**config.mk**
```make
export PLATFORM = sky130hd
export DESIGN_NAME = dmx_exec
export DESIGN_NICKNAME = d
export VERILOG_FILES = /design/src/hw/dmx_pkg.sv /design/src/hw/dmx_exec.sv /design/src/hw/dmx_phase_gen.sv
export SDC_FILE = /design/constraint.sdc
export NUM_CORES = 1
export LEC_CHECK = 0
export ABC_CLOCK_PERIOD_IN_PS = 2300
export BUFFER_PORTS_ARGS = -buffer_cell sky130_fd_sc_hd__buf_4
export CELL_PAD_IN_SITES_DETAIL_PLACEMENT = 1
export CELL_PAD_IN_SITES_GLOBAL_PLACEMENT = 1
export CORE_AREA = 2 2 96 75
export DETAILED_ROUTE_END_ITERATION = 8
export DIE_AREA = 0 0 98 77
export GPL_TIMING_DRIVEN = 1
export HOLD_SLACK_MARGIN = 0.15
export PLACE_DENSITY_LB_ADDON = 0.1
export SYNTH_ARGS = -nofsm -noshare
export SYNTH_HDL_FRONTEND = slang
export SYNTH_SLANG_ARGS = --single-unit
```
**constraint.sdc**
```tcl
create_clock -name clk -period 2.3 [get_ports clk]
set_input_delay 0.23 -clock clk [delete_from_list [all_inputs] [get_ports clk]]
set_output_delay 0.23 -clock clk [all_outputs]
set_load 0.05 [all_outputs]
```
**src/hw/dmx_pkg.sv**
```systemverilog
// Shared constants and types for the data-move instruction executor.
package dmx_pkg;

    // Four clock phases per instruction cycle, Gray coded in phase order.
    typedef enum logic [1:0] {
        PH_Q1 = 2'h0,
        PH_Q2 = 2'h1,
        PH_Q3 = 2'h3,
        PH_Q4 = 2'h2
    } dmx_phase_e;

    // Decoder sequencing: a single word, or waiting for a second word.
    typedef enum logic {
        ST_ONE    = 1'h0,
        ST_SECOND = 1'h1
    } dmx_state_e;

    // Operation carried through the current instruction cycle.
    typedef enum logic [2:0] {
        OP_NONE   = 3'h0,
        OP_FILE   = 3'h1,
        OP_MM_SRC = 3'h3,
        OP_MM_DST = 3'h2,
        OP_LB     = 3'h6,
        OP_LW     = 3'h7
    } dmx_op_e;

    // Opcode fields of the instruction word.
    localparam logic [5:0]  FILE_OPC      = 6'h14;
    localparam logic [3:0]  MM_OPC        = 4'hC;
    localparam logic [7:0]  LB_OPC        = 8'h01;
    localparam logic [7:0]  LW_OPC        = 8'h0E;
    localparam int          FILE_OPC_LSB  = 10;
    localparam int          MM_OPC_LSB    = 12;
    localparam int          LIT_OPC_LSB   = 8;
    localparam int          DEST_BIT      = 9;
    localparam int          ACCESS_BIT    = 8;

    // Data space layout.
    localparam logic [11:0] WREG_ADDR     = 12'hFE8;
    localparam logic [7:0]  ACCESS_SPLIT  = 8'h60;
    localparam logic [3:0]  ACCESS_LO_BNK = 4'h0;
    localparam logic [3:0]  ACCESS_HI_BNK = 4'hF;
    localparam logic [3:0]  BANK_UPPER    = 4'h0;

    // Reset values.
    localparam logic [7:0]  W_RESET       = 8'h00;
    localparam logic [7:0]  BANK_RESET    = 8'h00;

endpackage : dmx_pkg

```
**src/hw/dmx_exec.sv**
```systemverilog
// Decoder and executor for the data-move instruction group.
`timescale 1ns/1ns
module dmx_exec (
    input  wire logic        clk,
    input  wire logic        rst,
    input  wire logic [15:0] instr,
    input  wire logic        instr_valid,
    input  wire logic [7:0]  mem_rdata,
    output dmx_pkg::dmx_phase_e phase_q,
    output logic      [11:0] mem_addr_q,
    output logic             mem_rd_q,
    output logic             mem_wr_q,
    output logic      [7:0]  mem_wdata_q,
    output logic      [7:0]  w_q,
    output logic      [7:0]  bank_select_reg_q,
    output logic             flag_n_q,
    output logic             flag_z_q,
    output logic             second_word_q
);

    dmx_pkg::dmx_state_e st_q;
    dmx_pkg::dmx_op_e    op_q;
    logic        [7:0]   lit_q;
    logic                dest_q;
    logic        [7:0]   data_q;

    dmx_pkg::dmx_state_e st_d;
    dmx_pkg::dmx_op_e    op_d;
    dmx_pkg::dmx_op_e    dec_op;
    logic        [11:0]  addr_d;
    logic        [11:0]  file_addr;
    logic        [3:0]   access_bank;
    logic                rd_d;
    logic                is_file;
    logic                is_mm;
    logic                is_lb;
    logic                is_lw;
    logic                addr_is_w;
    logic                wr_mem_d;
    logic                w_load;
    logic        [7:0]   w_val;

    dmx_phase_gen u_phase (
        .clk  (clk),
        .rst  (rst),
        .ph_q (phase_q)
    );

    // Opcode match on the word presented during Q1.
    assign is_file = instr[15:dmx_pkg::FILE_OPC_LSB] == dmx_pkg::FILE_OPC;
    assign is_mm   = instr[15:dmx_pkg::MM_OPC_LSB] == dmx_pkg::MM_OPC;
    assign is_lb   = instr[15:dmx_pkg::LIT_OPC_LSB] == dmx_pkg::LB_OPC;
    assign is_lw   = instr[15:dmx_pkg::LIT_OPC_LSB] == dmx_pkg::LW_OPC;
    assign dec_op  = !instr_valid ? dmx_pkg::OP_NONE   :
                     is_file      ? dmx_pkg::OP_FILE   :
                     is_mm        ? dmx_pkg::OP_MM_SRC :
                     is_lb        ? dmx_pkg::OP_LB     :
                     is_lw        ? dmx_pkg::OP_LW     : dmx_pkg::OP_NONE;

    // A second word always completes the memory-to-memory move.
    assign op_d = (st_q == dmx_pkg::ST_SECOND) ? dmx_pkg::OP_MM_DST : dec_op;
    assign st_d = (op_d == dmx_pkg::OP_MM_SRC) ? dmx_pkg::ST_SECOND
                                               : dmx_pkg::ST_ONE;

    // Banked file address: access bank when the access bit is clear.
    assign access_bank = (instr[7:0] < dmx_pkg::ACCESS_SPLIT)
                         ? dmx_pkg::ACCESS_LO_BNK : dmx_pkg::ACCESS_HI_BNK;
    assign file_addr   = instr[dmx_pkg::ACCESS_BIT]
                         ? {bank_select_reg_q[3:0], instr[7:0]}
                         : {access_bank, instr[7:0]};

    // Move operands use the full 12-bit field, ignoring the bank select.
    assign addr_d = (op_d == dmx_pkg::OP_FILE) ? file_addr
                                               : instr[11:0];
    assign rd_d   = (op_d == dmx_pkg::OP_FILE || op_d == dmx_pkg::OP_MM_SRC)
                    && (addr_d != dmx_pkg::WREG_ADDR);

    // Working register is served internally at its data-space address.
    assign addr_is_w = mem_addr_q == dmx_pkg::WREG_ADDR;

    // Memory write only for a move destination or a file write-back.
    assign wr_mem_d = ((op_q == dmx_pkg::OP_MM_DST)
                      || (op_q == dmx_pkg::OP_FILE && dest_q))
                      && !addr_is_w;

    // Working register loads: literal, move result, or move destination.
    assign w_load = (op_q == dmx_pkg::OP_LW)
                    || (op_q == dmx_pkg::OP_FILE && (!dest_q || addr_is_w))
                    || (op_q == dmx_pkg::OP_MM_DST && addr_is_w);
    assign w_val  = (op_q == dmx_pkg::OP_LW) ? lit_q : data_q;

    // Q1 decode, Q2 read, Q3 set up the write, Q4 write and retire.
    always_ff @(posedge clk) begin
        if (rst) begin
            st_q          <= dmx_pkg::ST_ONE;
            op_q          <= dmx_pkg::OP_NONE;
            lit_q         <= 8'h00;
            dest_q        <= 1'b0;
            data_q        <= 8'h00;
            mem_addr_q    <= 12'h000;
            mem_rd_q      <= 1'b0;
            mem_wr_q      <= 1'b0;
            mem_wdata_q   <= 8'h00;
            w_q           <= dmx_pkg::W_RESET;
            bank_select_reg_q <= dmx_pkg::BANK_RESET;
            flag_n_q      <= 1'b0;
            flag_z_q      <= 1'b0;
            second_word_q <= 1'b0;
        end else begin
            unique case (phase_q)
                dmx_pkg::PH_Q1: begin
                    st_q          <= st_d;
                    op_q          <= op_d;
                    lit_q         <= instr[7:0];
                    dest_q        <= instr[dmx_pkg::DEST_BIT];
                    mem_addr_q    <= addr_d;
                    mem_rd_q      <= rd_d;
                    second_word_q <= st_d == dmx_pkg::ST_SECOND;
                end
                dmx_pkg::PH_Q2: begin
                    mem_rd_q <= 1'b0;
                    if (op_q == dmx_pkg::OP_FILE
                        || op_q == dmx_pkg::OP_MM_SRC) begin
                        data_q <= addr_is_w ? w_q : mem_rdata;
                    end
                end
                dmx_pkg::PH_Q3: begin
                    mem_wr_q    <= wr_mem_d;
                    mem_wdata_q <= data_q;
                end
                dmx_pkg::PH_Q4: begin
                    mem_wr_q <= 1'b0;
                    if (w_load) begin
                        w_q <= w_val;
                    end
                    if (op_q == dmx_pkg::OP_LB) begin
                        bank_select_reg_q <= {dmx_pkg::BANK_UPPER,
                                              lit_q[3:0]};
                    end
                    // Only a file move touches the status flags.
                    if (op_q == dmx_pkg::OP_FILE) begin
                        flag_n_q <= data_q[7];
                        flag_z_q <= data_q == 8'h00;
                    end
                end
            endcase
        end
    end

    // Checks on the executed behaviour.
    AST_BANK_UPPER: assert property (@(posedge clk) disable iff (rst)
        bank_select_reg_q[7:4] == 4'h0)
        else $error("Bank select upper nibble not zero");

    AST_LB_LOAD: assert property (@(posedge clk) disable iff (rst)
        (phase_q == dmx_pkg::PH_Q1 && st_q == dmx_pkg::ST_ONE
         && instr_valid && is_lb)
        |-> ##4 bank_select_reg_q == {4'h0, $past(instr[3:0], 4)})
        else $error("Bank select literal not loaded");

    AST_LW_LOAD: assert property (@(posedge clk) disable iff (rst)
        (phase_q == dmx_pkg::PH_Q4 && op_q == dmx_pkg::OP_LW)
        |=> w_q == $past(lit_q) && $stable(flag_n_q) && $stable(flag_z_q))
        else $error("Literal not loaded into working register");

    AST_MM_SRC: assert property (@(posedge clk) disable iff (rst)
        (phase_q == dmx_pkg::PH_Q1 && st_q == dmx_pkg::ST_ONE
         && instr_valid && is_mm)
        |=> (mem_addr_q == $past(instr[11:0])) and (!mem_wr_q [*4]))
        else $error("Move source address wrong or source written");

    AST_MM_DST: assert property (@(posedge clk) disable iff (rst)
        (phase_q == dmx_pkg::PH_Q1 && st_q == dmx_pkg::ST_SECOND)
        |=> !mem_rd_q [*3] ##1 mem_addr_q == $past(instr[11:0], 4))
        else $error("Move destination address wrong or dummy read");

    AST_MM_WRITE: assert property (@(posedge clk) disable iff (rst)
        (phase_q == dmx_pkg::PH_Q4 && op_q == dmx_pkg::OP_MM_DST
         && !addr_is_w)
        |-> mem_wr_q && mem_wdata_q == data_q && $past(mem_wr_q, 3) == 1'b0)
        else $error("Move destination not written in last phase");

    AST_MM_WDST: assert property (@(posedge clk) disable iff (rst)
        (phase_q == dmx_pkg::PH_Q4 && op_q == dmx_pkg::OP_MM_DST
         && addr_is_w)
        |=> w_q == $past(data_q) && !$past(mem_wr_q))
        else $error("Move to working register failed");

    AST_FMOV_W: assert property (@(posedge clk) disable iff (rst)
        (phase_q == dmx_pkg::PH_Q4 && op_q == dmx_pkg::OP_FILE && !dest_q)
        |-> !mem_wr_q ##1 w_q == $past(data_q))
        else $error("File move to working register failed");

    AST_FMOV_F: assert property (@(posedge clk) disable iff (rst)
        (phase_q == dmx_pkg::PH_Q4 && op_q == dmx_pkg::OP_FILE && dest_q
         && !addr_is_w)
        |-> mem_wr_q && mem_wdata_q == data_q ##1 $stable(w_q))
        else $error("File move write-back failed");

    AST_FLAGS: assert property (@(posedge clk) disable iff (rst)
        (phase_q == dmx_pkg::PH_Q4 && (op_q == dmx_pkg::OP_LB
         || op_q == dmx_pkg::OP_MM_DST || op_q == dmx_pkg::OP_MM_SRC))
        |=> $stable(flag_n_q) && $stable(flag_z_q))
        else $error("Status flags changed by a move");

    AST_LIT_QUIET: assert property (@(posedge clk) disable iff (rst)
        (phase_q == dmx_pkg::PH_Q1 && st_q == dmx_pkg::ST_ONE
         && instr_valid && (is_lb || is_lw))
        |=> (!mem_rd_q && !mem_wr_q) [*4])
        else $error("Literal load touched data memory");

    AST_MM_PEND: assert property (@(posedge clk) disable iff (rst)
        (phase_q == dmx_pkg::PH_Q1 && st_q == dmx_pkg::ST_ONE
         && instr_valid && is_mm)
        |=> second_word_q [*4])
        else $error("Second word of a memory move not awaited");

endmodule // dmx_exec

```
**src/hw/dmx_phase_gen.sv**
```systemverilog
// Four-phase instruction cycle sequencer.
`timescale 1ns/1ns
module dmx_phase_gen (
    input  wire logic               clk,
    input  wire logic               rst,
    output dmx_pkg::dmx_phase_e     ph_q
);

    // Steps Q1, Q2, Q3, Q4 and wraps; reset restarts at Q1.
    always_ff @(posedge clk) begin
        if (rst) begin
            ph_q <= dmx_pkg::PH_Q1;
        end else begin
            unique case (ph_q)
                dmx_pkg::PH_Q1: ph_q <= dmx_pkg::PH_Q2;
                dmx_pkg::PH_Q2: ph_q <= dmx_pkg::PH_Q3;
                dmx_pkg::PH_Q3: ph_q <= dmx_pkg::PH_Q4;
                dmx_pkg::PH_Q4: ph_q <= dmx_pkg::PH_Q1;
            endcase
        end
    end

endmodule // dmx_phase_gen

```
==> summary.md, run 1 <==
| Metric | Value |
|---|---|
| Vias in the first global route | 2172 |
| WL met3 | 356 µm |
| Setup Buffers After CTS | 0 |
| Initial antenna violation count | 0 |
| GR Util All Layers | 19.1% |
| Initial Util | 35.8% |
| Final WL | 7140 µm |
| Clk pin slew, worst setup/hold paths | 90 ps |
| Layout cells sized above 1 | 24.9% |
| Chip Width | 98 µm |
| Cell leakage power | 1.33 nW |
| XOR/XNOR share of the synthesized area | 0% |
| Setup tns final | 0 ps |
| Final #Nets | 363 |
| Async set-reset flop share out of synthesis | 0% |
| TritonCTS Buffers | 5 |
| Mapped Area | 2360 µm² |
| Top sig layer | met4 |
| IO buf count | 65 |
| Top cell type by total area after synthesis | dfxtp_1 |
| # setup viols final | 0 |
| CP arrival | 2210 ps |
| Max-cap violation count | 0 |
| Sink Count | 51 |
| CTS Root Cell | clkbuf_8 |
| Peak supply drop | 0.000291 V |
| Compound-Gate Fraction of Synth Area | 18.1% |
| Fin crit share | 87.0% |
| Critical Path Fanout Max | 16 |
| Synth Area in Adders | 0% |
| Fin crit period | 2000 ps |
| Max-slew violations | 0 |
| M1 WL | 3680 µm |
| CP max-delay cell | nor4bb_1 |
| Hold slack final | 180 ps |
| Max Fclk | 0.500 GHz |
| Resize count post-CTS | 0 |
| Die Height | 77 µm |
| Endpoint class of the critical path | flip-flop |
| Cells after Synth | 276 |
| Setup CP Type | reg -> reg |
| Main flop type after synthesis | dfxtp_1 |
| CP Data Required Time | 2510 ps |
| Placeable Area | 6600 µm² |
| CTS Hold Bufs | 0 |
| DR WL/cell | 17.0 µm |
| #FFs+latches synth | 51 |
| CP top delay family | compound AO/OA/AOI/OAI gates |
| CP max stage delay | 460 ps |
| Clock skew | 9.49 ps |
| Critical path buffers and inverters | 1 |
| Synth top area share | 43.2% |
| Ant diodes | 0 |
| Worst slew margin | 58.7% |
| Io pins | 70 |
| Synth area leaders | dfxtp_1 43%, mux2i_1 8.9%, nand2_1 6.3%, a21oi_1 5.3%, nor2_1 4.9% |
| Largest net degree at the start of global routing | 29 |
| Netlist cell types | 42 |
| Unrepaired setup endpoints after global routing | no |
| EDFF count, synth | 0 |
| Die area | 7550 µm² |
| Actual slew at the worst max-slew pin | 619 ps |
| CTS tree | built |
| Seq/Total Area, Yosys | 43.2% |
| GP Congestion | 0.776 |
| Hold Fails Final Rpt | 0 |
| Post-synthesis mux area share | 8.89% |
| Longest Clk Path Bufs | 2 |
| Status | completed |
| Pwr Density | 570 nW/µm² |
| Via density | 5.22 |
| Initial DRC Count | 68 |
| Critical path, cell by cell | nor4bb_1 -> o2111ai_1 -> a311oi_4 -> buf_4 -> nor2_1 -> a211oi_1 |
| Hold Path Class | in -> reg |
| HPWL after DPL | 5330 µm |
| Antenna-violating nets left | 0 |
| Mapped Avg Cell Area | 8.57 µm² |
| Area grow syn2layout | 26.6% |
| Core Util, Final | 45.3% |
| Critical path launch point type | flip-flop |
| Worst skew pair latency | 300 ps |
| Vias | 2199 |
| Yosys Warn Count | 0 |
| First drt pass iteration count | 4 |
| DR DRC count | 0 |
| Number of core rows | 26 |
| GRT overflow | 0 |
| Post-synthesis simple-gate area fraction | 25.0% |
| Combinational family with the most area after synthesis | simple AND/OR/NAND/NOR gates |
| Htree depth | 2 |
| Global-route wire length before repair | 11600 µm |
| Metal2 WL | 3070 µm |
flip-flops by register name (all words and copies together) (netlist names), 2 cells and up:
signal	count
bank_select_reg_q	4
mem_addr_q	12
mem_wdata_q	8
u_phase.ph_q	2
data_q	8
w_q	8
op_q	3
power by group:
part,internal [mW],switching [mW],total [mW]
clock,0.215,0.289,0.503
combinational,0.0913,0.176,0.268
sequential,0.904,0.0305,0.935
synth_stat cells (all sizes together) (2+ instances only):
cell     instances
nor4             5
o21ai            4
o2111ai          2
nand4            2
o211a            3
mux2i           21
nor3b            2
a311oi           3
inv              2
nand2           40
nor4bb           2
a211oi          17
nor2b            6
nor3             5
nand3           12
buf              6
clkbuf          15
a21oi           25
and3             2
nor2            31
dfxtp           51
nor4b            3
a31oi            2
nand2b           2
placed cells by master (no fill, tap or decap), drive strengths merged, types with 2 or more instances in the layout:
cell type | Yosys | layout
clkbuf | 15 | 7
inv | 2 | 2
nor2 | 31 | 31
conb | 1 | 4
mux2i | 21 | 21
buf | 6 | 71
a31oi | 2 | 2
a211oi | 17 | 17
o2111ai | 2 | 2
a21oi | 25 | 25
nand3 | 12 | 12
nand2b | 2 | 2
a311oi | 3 | 3
nor4bb | 2 | 2
nor3 | 5 | 5
o21ai | 4 | 4
and3 | 2 | 2
nand2 | 40 | 40
nor3b | 2 | 2
nor2b | 6 | 6
nor4b | 3 | 3
dfxtp | 51 | 51
nand4 | 2 | 2
o211a | 3 | 3
nor4 | 5 | 5
path summary, 6_finish.rpt:
kind             startpoint             end  slack, ps  depth (start not counted)
min reg2reg  mem_wdata_q[5]  mem_wdata_q[5]        460                          2
min                instr[3]   mem_addr_q[3]        180                          3
max           mem_addr_q[5]          w_q[0]        300                          6
max reg2reg   mem_addr_q[5]          w_q[0]        300                          6
metrics by stage:
step | instances | worst slack [ps] | total power [mW] | cell area [µm²]
2_1_floorplan | 279 | 197 | 1.12 | 2380
3_3_place_gp | 413 | 458 | 1.22 | 2910
3_5_place_dp | 413 | 261 | 1.23 | 2910
4_1_cts | 421 | 256 | 1.72 | 2990
5_1_grt | 421 | 189 | 1.78 | 2990
6_report | 421 | 300 | 1.71 | 2990
kinds of logic (layout without fill, tap and decap cells):
kind of cell | count (synthesis) | count (layout)
buffers and inverters | 23 | 81
muxes | 21 | 21
DFF | 51 | 51
and+or+nand+nor | 119 | 119
AOI/OAI and AO/OA | 61 | 61
other | 1 | 4
worst min-delay path: stages:
cell and delay, ps:
buf_4 110, nand2_1 50, a21oi_1 50
per-layer routing:
metal	vias to the layer above	GRT usage (%)
met1	1047	28.5
li1	1101	-
met2	49	27.9
met4	0	3.75
met3	2	4.56
met5	-	0
area by class of cell:
class / instances / area, µm²
well taps: 84 / 105
fillers: 803 / 3610
repair buffers: 71 / 533
inverters: 2 / 7.51
multi-input cells: 205 / 1240
flip-flops and latches: 51 / 1020
clock buffers: 7 / 76.3
clock inverters: 1 / 5.00
No activity file was read; power rests on OpenSTA's default activity.
==> inputs of run 2 (changes only) <==
--- a/config.mk
+++ b/config.mk
@@ -10,6 +10,7 @@
 export CELL_PAD_IN_SITES_DETAIL_PLACEMENT = 1
 export CELL_PAD_IN_SITES_GLOBAL_PLACEMENT = 1
 export CORE_AREA = 2 2 96 75
+export CTS_BUF_LIST = sky130_fd_sc_hd__clkbuf_16
 export DETAILED_ROUTE_END_ITERATION = 8
 export DIE_AREA = 0 0 98 77
 export GPL_TIMING_DRIVEN = 1
==> summary.md, run 2 (synthesis results as in run 1) <==
| Metric | Value |
|---|---|
| Status | completed |
| Vias in the first global route | 2200 |
| Most common cell after layout, fill and taps aside | buf_4 |
| Hold Startpoint | instr[3] |
| DR DRC count | 0 |
| CP Data Required Time | 2490 ps |
| Max-slew violations | 0 |
| Fin crit period | 1990 ps |
| Max Fclk | 0.503 GHz |
| Actual slew at the worst max-slew pin | 629 ps |
| Net switching power | 0.520 mW |
| GRT overflow | 0 |
| Final #Nets | 363 |
| M1 GR Usage | 28.5% |
| Vias | 2217 |
| Grt met2 use | 28.2% |
| Sink Count | 51 |
| R2R Path Start | mem_addr_q[5] |
| Clk pin slew, worst setup/hold paths | 70 ps |
| Pwr Density | 626 nW/µm² |
| Reg2reg setup slack | 310 ps |
| Chip Width | 98 µm |
| Hold depth | 3 |
| Dpl cells | 413 |
| Antenna-violating nets left | 0 |
| GP Congestion | 0.776 |
| RR Endpoint | w_q[0] |
| Die area | 7550 µm² |
| Worst reg-to-reg path cell count | 6 |
| Critical path buffers and inverters | 1 |
| Register share of total power | 49.0% |
| CP top delay family | compound AO/OA/AOI/OAI gates |
| Cell leakage power | 1.36 nW |
| Initial Util | 35.8% |
| Setup CP Type | reg -> reg |
| Number of core rows | 26 |
| # setup viols final | 0 |
| Setup Buffers After CTS | 0 |
| Endpoint class of the critical path | flip-flop |
| Max-cap violation count | 0 |
| Critical Path Fanout Max | 16 |
| Resize count post-CTS | 0 |
| DR WL/cell | 17.1 µm |
| TritonCTS Buffers | 5 |
| Ant diodes | 0 |
| Core Util, Final | 46.2% |
| CTS Hold Bufs | 0 |
| IO buf count | 65 |
| Initial antenna violation count | 0 |
| Met3 GRT Util | 5.01% |
| CP arrival | 2180 ps |
| Internal Pwr Total | 1.39 mW |
| Biggest register | mem_addr_q |
| Initial DRC Count | 57 |
| Clock skew | 4.54 ps |
| First drt pass iteration count | 4 |
| Via density | 5.27 |
| Critical path launch point type | flip-flop |
| Placeable Area | 6600 µm² |
| Global-route wire length before repair | 11600 µm |
| CTS tree | built |
| HPWL after DPL | 5330 µm |
| Commonest non-fill, non-tap cells in the layout | 71 x buf_4, 51 x dfxtp_1, 40 x nand2_1, 31 x nor2_1, 25 x a21oi_1 |
| Worst slew margin | 58.0% |
| CP max stage delay | 450 ps |
| Hold Path Class | in -> reg |
| Unrepaired setup endpoints after global routing | no |
| Final WL | 7190 µm |
| Hold Fails Final Rpt | 0 |
| CP max-delay cell | nor4bb_1 |
| Die Height | 77 µm |
| Hold EP | mem_addr_q[3] |
| Setup tns final | 0 ps |
| Peak supply drop | 0.000339 V |
| Filler Cell Count | 798 |
| GR Util All Layers | 19.3% |
| Htree depth | 2 |
| DP Worst Slack | 261 ps |
| Area grow syn2layout | 28.9% |
| Combinational group share of total power | 14.0% |
| Final Instance Count excl. Fillers | 421 |
| Most used routing layer | met1 |
| Io pins | 70 |
| Largest net degree at the start of global routing | 29 |
| Clk pwr share | 37.0% |
| Max reg flops | 12 |
| Sw Ratio | 27.2% |
| Layout cells sized above 1 | 24.9% |
| Final worst slack | 313 ps |
| Longest Clk Path Bufs | 2 |
| Worst skew pair latency | 280 ps |
| CTS Root Cell | clkbuf_16 |
| Critical path, cell by cell | nor4bb_1 -> o2111ai_1 -> a311oi_4 -> buf_4 -> nor2_1 -> a211oi_1 |
| Fin crit share | 86.4% |
[run 2: layout make-up]
cell class / instances / area (µm²) / share of cell area, %
Multi-Input combinational cell: 205 / 1240 / 40.8
Sequential cell: 51 / 1020 / 33.5
Timing Repair Buffer: 71 / 533 / 17.5
Clock buffer: 5 / 125 / 4.10
Tap cell: 84 / 105 / 3.45
Clock inverter: 3 / 12.5 / 0.410
Inverter: 2 / 7.51 / 0.246
[run 2: worst reg2reg max path: cells and delay by family (launching register included)]
kind,cells,cell delay (ps)
flip-flops,1,390
AND/OR/NAND/NOR,2,520
AO/OA/AOI/OAI,3,730
buffers and inverters,1,260
[run 2: worst max-delay path by stage]
stage                         to  depth (start not counted)          start
final                     w_q[0]                          6  mem_addr_q[5]
after global routing      w_q[3]                          6  mem_addr_q[5]
after CTS                 w_q[0]                          6  mem_addr_q[5]
after detailed placement  w_q[0]                          6  mem_addr_q[5]
after global placement    w_q[5]                          6  mem_addr_q[5]
after floorplan           w_q[7]                          6  mem_addr_q[3]
[run 2: power by group through the flow]
stage	registers, mW	clock network (mW)	logic, mW
3_5_place_dp	0.957	0	0.269
2_1_floorplan	1.01	0	0.112
6_report	0.936	0.707	0.268
3_3_place_gp	0.954	0	0.267
4_1_cts	0.936	0.723	0.269
5_1_grt	0.939	0.756	0.289
[run 2: layer usage]
metal / share of wire (%) / wire, µm / up-vias
li1: - / - / 1103
met1: 51 / 3680 / 1060
met3: 5.2 / 373 / 2
met5: 0 / 0 / -
met2: 43 / 3100 / 52
met4: 0.44 / 32 / 0
[run 2: stage by stage]
stage	power [mW]	instance area [µm²]	hold slack, ps
floorplan	1.12	2380	366
global placement	1.22	2910	445
detailed placement	1.23	2910	451
CTS	1.93	3050	198
global route	1.98	3050	225
finish	1.91	3050	200
==> inputs of run 3 (changes only) <==
--- a/config.mk
+++ b/config.mk
@@ -9,13 +9,14 @@
 export BUFFER_PORTS_ARGS = -buffer_cell sky130_fd_sc_hd__buf_4
 export CELL_PAD_IN_SITES_DETAIL_PLACEMENT = 1
 export CELL_PAD_IN_SITES_GLOBAL_PLACEMENT = 1
-export CORE_AREA = 2 2 96 75
+export CORE_AREA = 2 2 95 74
 export CTS_BUF_LIST = sky130_fd_sc_hd__clkbuf_16
 export DETAILED_ROUTE_END_ITERATION = 8
-export DIE_AREA = 0 0 98 77
+export DIE_AREA = 0 0 97 76
 export GPL_TIMING_DRIVEN = 1
 export HOLD_SLACK_MARGIN = 0.15
 export PLACE_DENSITY_LB_ADDON = 0.1
 export SYNTH_ARGS = -nofsm -noshare
 export SYNTH_HDL_FRONTEND = slang
+export SYNTH_HIERARCHICAL = 1
 export SYNTH_SLANG_ARGS = --single-unit
==> summary.md, run 3 <==
| Metric | Value |
|---|---|
| Sink Count | 51 |
| CP Data Required Time | 2490 ps |
| Max-slew violations | 0 |
| Main flop type after synthesis | dfxtp_1 |
| CTS Root Cell | clkbuf_16 |
| Hold slack final | 200 ps |
| Largest net degree at the start of global routing | 52 |
| Initial Util | 36.8% |
| Actual slew at the worst max-slew pin | 1060 ps |
| Hold Fails Final Rpt | 0 |
| TritonCTS Buffers | 5 |
| Met3 GRT Util | 4.68% |
| Max Fclk | 0.530 GHz |
| Cell area after placement | 2940 µm² |
| GR Util All Layers | 19.1% |
| Cell area after layout | 3080 µm² |
| # setup viols final | 0 |
| Mapped Avg Cell Area | 8.75 µm² |
| Final WL | 7040 µm |
| Via density | 5.28 |
| M1 GR Usage | 28.3% |
| Core Util, Final | 47.1% |
| Final Instance Count excl. Fillers | 421 |
| Cell leakage power | 1.28 nW |
| Fin crit period | 1890 ps |
| Synth Area in Adders | 0% |
| Setup tns final | 0 ps |
| Compound-Gate Fraction of Synth Area | 18.7% |
| Setup Buffers After CTS | 0 |
| Netlist cell types | 47 |
| Async set-reset flop share out of synthesis | 0% |
| Critical path launch point type | flip-flop |
| Htree depth | 2 |
| Number of core rows | 26 |
| CTS tree | built |
| Max-cap violation count | 0 |
| Critical Path Fanout Max | 15 |
| Vias in the first global route | 2192 |
| XOR/XNOR share of the synthesized area | 0.364% |
| Biggest register | mem_addr_q |
| Placeable Area | 6540 µm² |
| Unrepaired setup endpoints after global routing | no |
| Yosys Warn Count | 6 |
| Initial antenna violation count | 0 |
| Post-synthesis mux area share | 9.15% |
| CP max stage delay | 590 ps |
| Top cell type by total area after synthesis | dfxtp_1 |
| Fin crit share | 82.0% |
| GRT overflow | 0 |
| Longest Clk Path Bufs | 2 |
| CP arrival | 2080 ps |
| Max reg flops | 12 |
| Ant diodes | 0 |
| Setup CP Type | reg -> reg |
| Post-synthesis simple-gate area fraction | 23.0% |
| Commonest non-fill, non-tap cells in the layout | 73 x buf_4, 51 x dfxtp_1, 38 x nand2_1, 37 x a21oi_1, 28 x nor2_1 |
| Top cells by count, synth | 51 x dfxtp_1, 38 x nand2_1, 37 x a21oi_1 |
| Global-route wire length before repair | 11400 µm |
| Most common cell after layout, fill and taps aside | buf_4 |
| Layout cells sized above 1 | 27.0% |
| Final #Nets | 363 |
| Pwr Density | 624 nW/µm² |
| Combinational family with the most area after synthesis | simple AND/OR/NAND/NOR gates |
| Worst reg-to-reg path cell count | 5 |
| Hold Path Class | in -> reg |
| Grt met2 use | 28.3% |
| Synth area leaders | dfxtp_1 42%, mux2i_1 9.1%, a21oi_1 7.7%, nand2_1 5.9%, nor2_1 4.4% |
| Endpoint class of the critical path | flip-flop |
| Status | completed |
| HPWL after DPL | 5310 µm |
| Area grow syn2layout | 27.9% |
| Chip Width | 97 µm |
| Synth top area share | 42.4% |
| Mapped Area | 2410 µm² |
| First drt pass iteration count | 4 |
| Vias | 2222 |
| #FFs+latches synth | 51 |
| Io pins | 70 |
| Most numerous cell in the Yosys netlist | dfxtp_1 |
| Initial DRC Count | 70 |
| CTS Hold Bufs | 0 |
| Hold depth | 3 |
| Die Height | 76 µm |
| DR DRC count | 0 |
| Resize count post-CTS | 0 |
| Antenna-violating nets left | 0 |
| DR WL/cell | 16.7 µm |
| EDFF count, synth | 0 |
| IO buf count | 65 |
| Most used routing layer | met1 |
| Clk pin slew, worst setup/hold paths | 70 ps |
| Critical path, cell by cell | and4bb_1 -> nand3_1 -> o31ai_4 -> a21oi_1 -> a311oi_1 |
| Cells after Synth | 275 |
| Worst skew pair latency | 280 ps |
| Die area | 7370 µm² |
| Worst slew margin | 29.3% |
| GP Congestion | 0.818 |
| Peak supply drop | 0.000378 V |
| CP max-delay cell | o31ai_4 |
| Clock skew | 7.34 ps |
| Dpl cells | 413 |
| Seq/Total Area, Yosys | 42.4% |
==> run 3: cell types whose count changed in the layout (fill, tap and decap cells not counted), moves of 3 or more <==
cell / delta
a311oi_1: +6
nor2b_1: -4
a21oi_1: +12
nand2b_1: +3
o211a_1: -3
nor2_1: -3
o21ai_0: -3
a211oi_1: -5
==> run 3: worst paths after layout <==
check | startpoint | slack (ps) | endpoint
max | mem_addr_q[1] | 410 | w_q[5]
min | instr[3] | 200 | mem_addr_q[3]
max reg2reg | mem_addr_q[1] | 410 | w_q[5]
min reg2reg | mem_wdata_q[7] | 460 | mem_wdata_q[7]
==> run 3: area by class of cell <==
class                           count  area (µm²)
Fill cell                         800        3460
Multi-Input combinational cell    202        1250
Sequential cell                    51        1020
Timing Repair Buffer               73         548
Clock buffer                        5         125
Tap cell                           84         105
Clock inverter                      3        15.0
Inverter                            3        11.3
==> run 3: stage by stage <==
step | setup WS (ps) | power, mW
2_1_floorplan | 290 | 1.13
3_3_place_gp | 383 | 1.23
3_5_place_dp | 358 | 1.23
4_1_cts | 420 | 1.94
5_1_grt | 265 | 2.00
6_report | 414 | 1.92
==> run 3: worst max-delay path: cells and delay by family (launching register included) <==
family | cells | cell delay (ps)
compound gates | 3 | 1020
simple gates | 2 | 420
flops | 1 | 350
==> run 3: report_power, final <==
part	total (mW)	internal [mW]	switching [mW]
combinational	0.283	0.0961	0.187
clock	0.708	0.396	0.312
sequential	0.930	0.905	0.0247
total	1.92	1.40	0.524
==> run 3: metal layers <==
| layer | wire length (µm) | part of all wire (%) | up-vias |
|---|---|---|---|
| met3 | 499 | 7.1 | 2 |
| met4 | 22 | 0.31 | 0 |
| li1 | - | - | 1101 |
| met2 | 3120 | 44 | 52 |
| met1 | 3400 | 48 | 1067 |
| met5 | 0 | 0 | - |
==> run 3: kinds of logic after synthesis <==
logic type | Yosys count
simple gates | 108
mux | 22
xor+xnor | 1
buf+inv | 25
flops | 51
other cells | 1
compound gates | 67
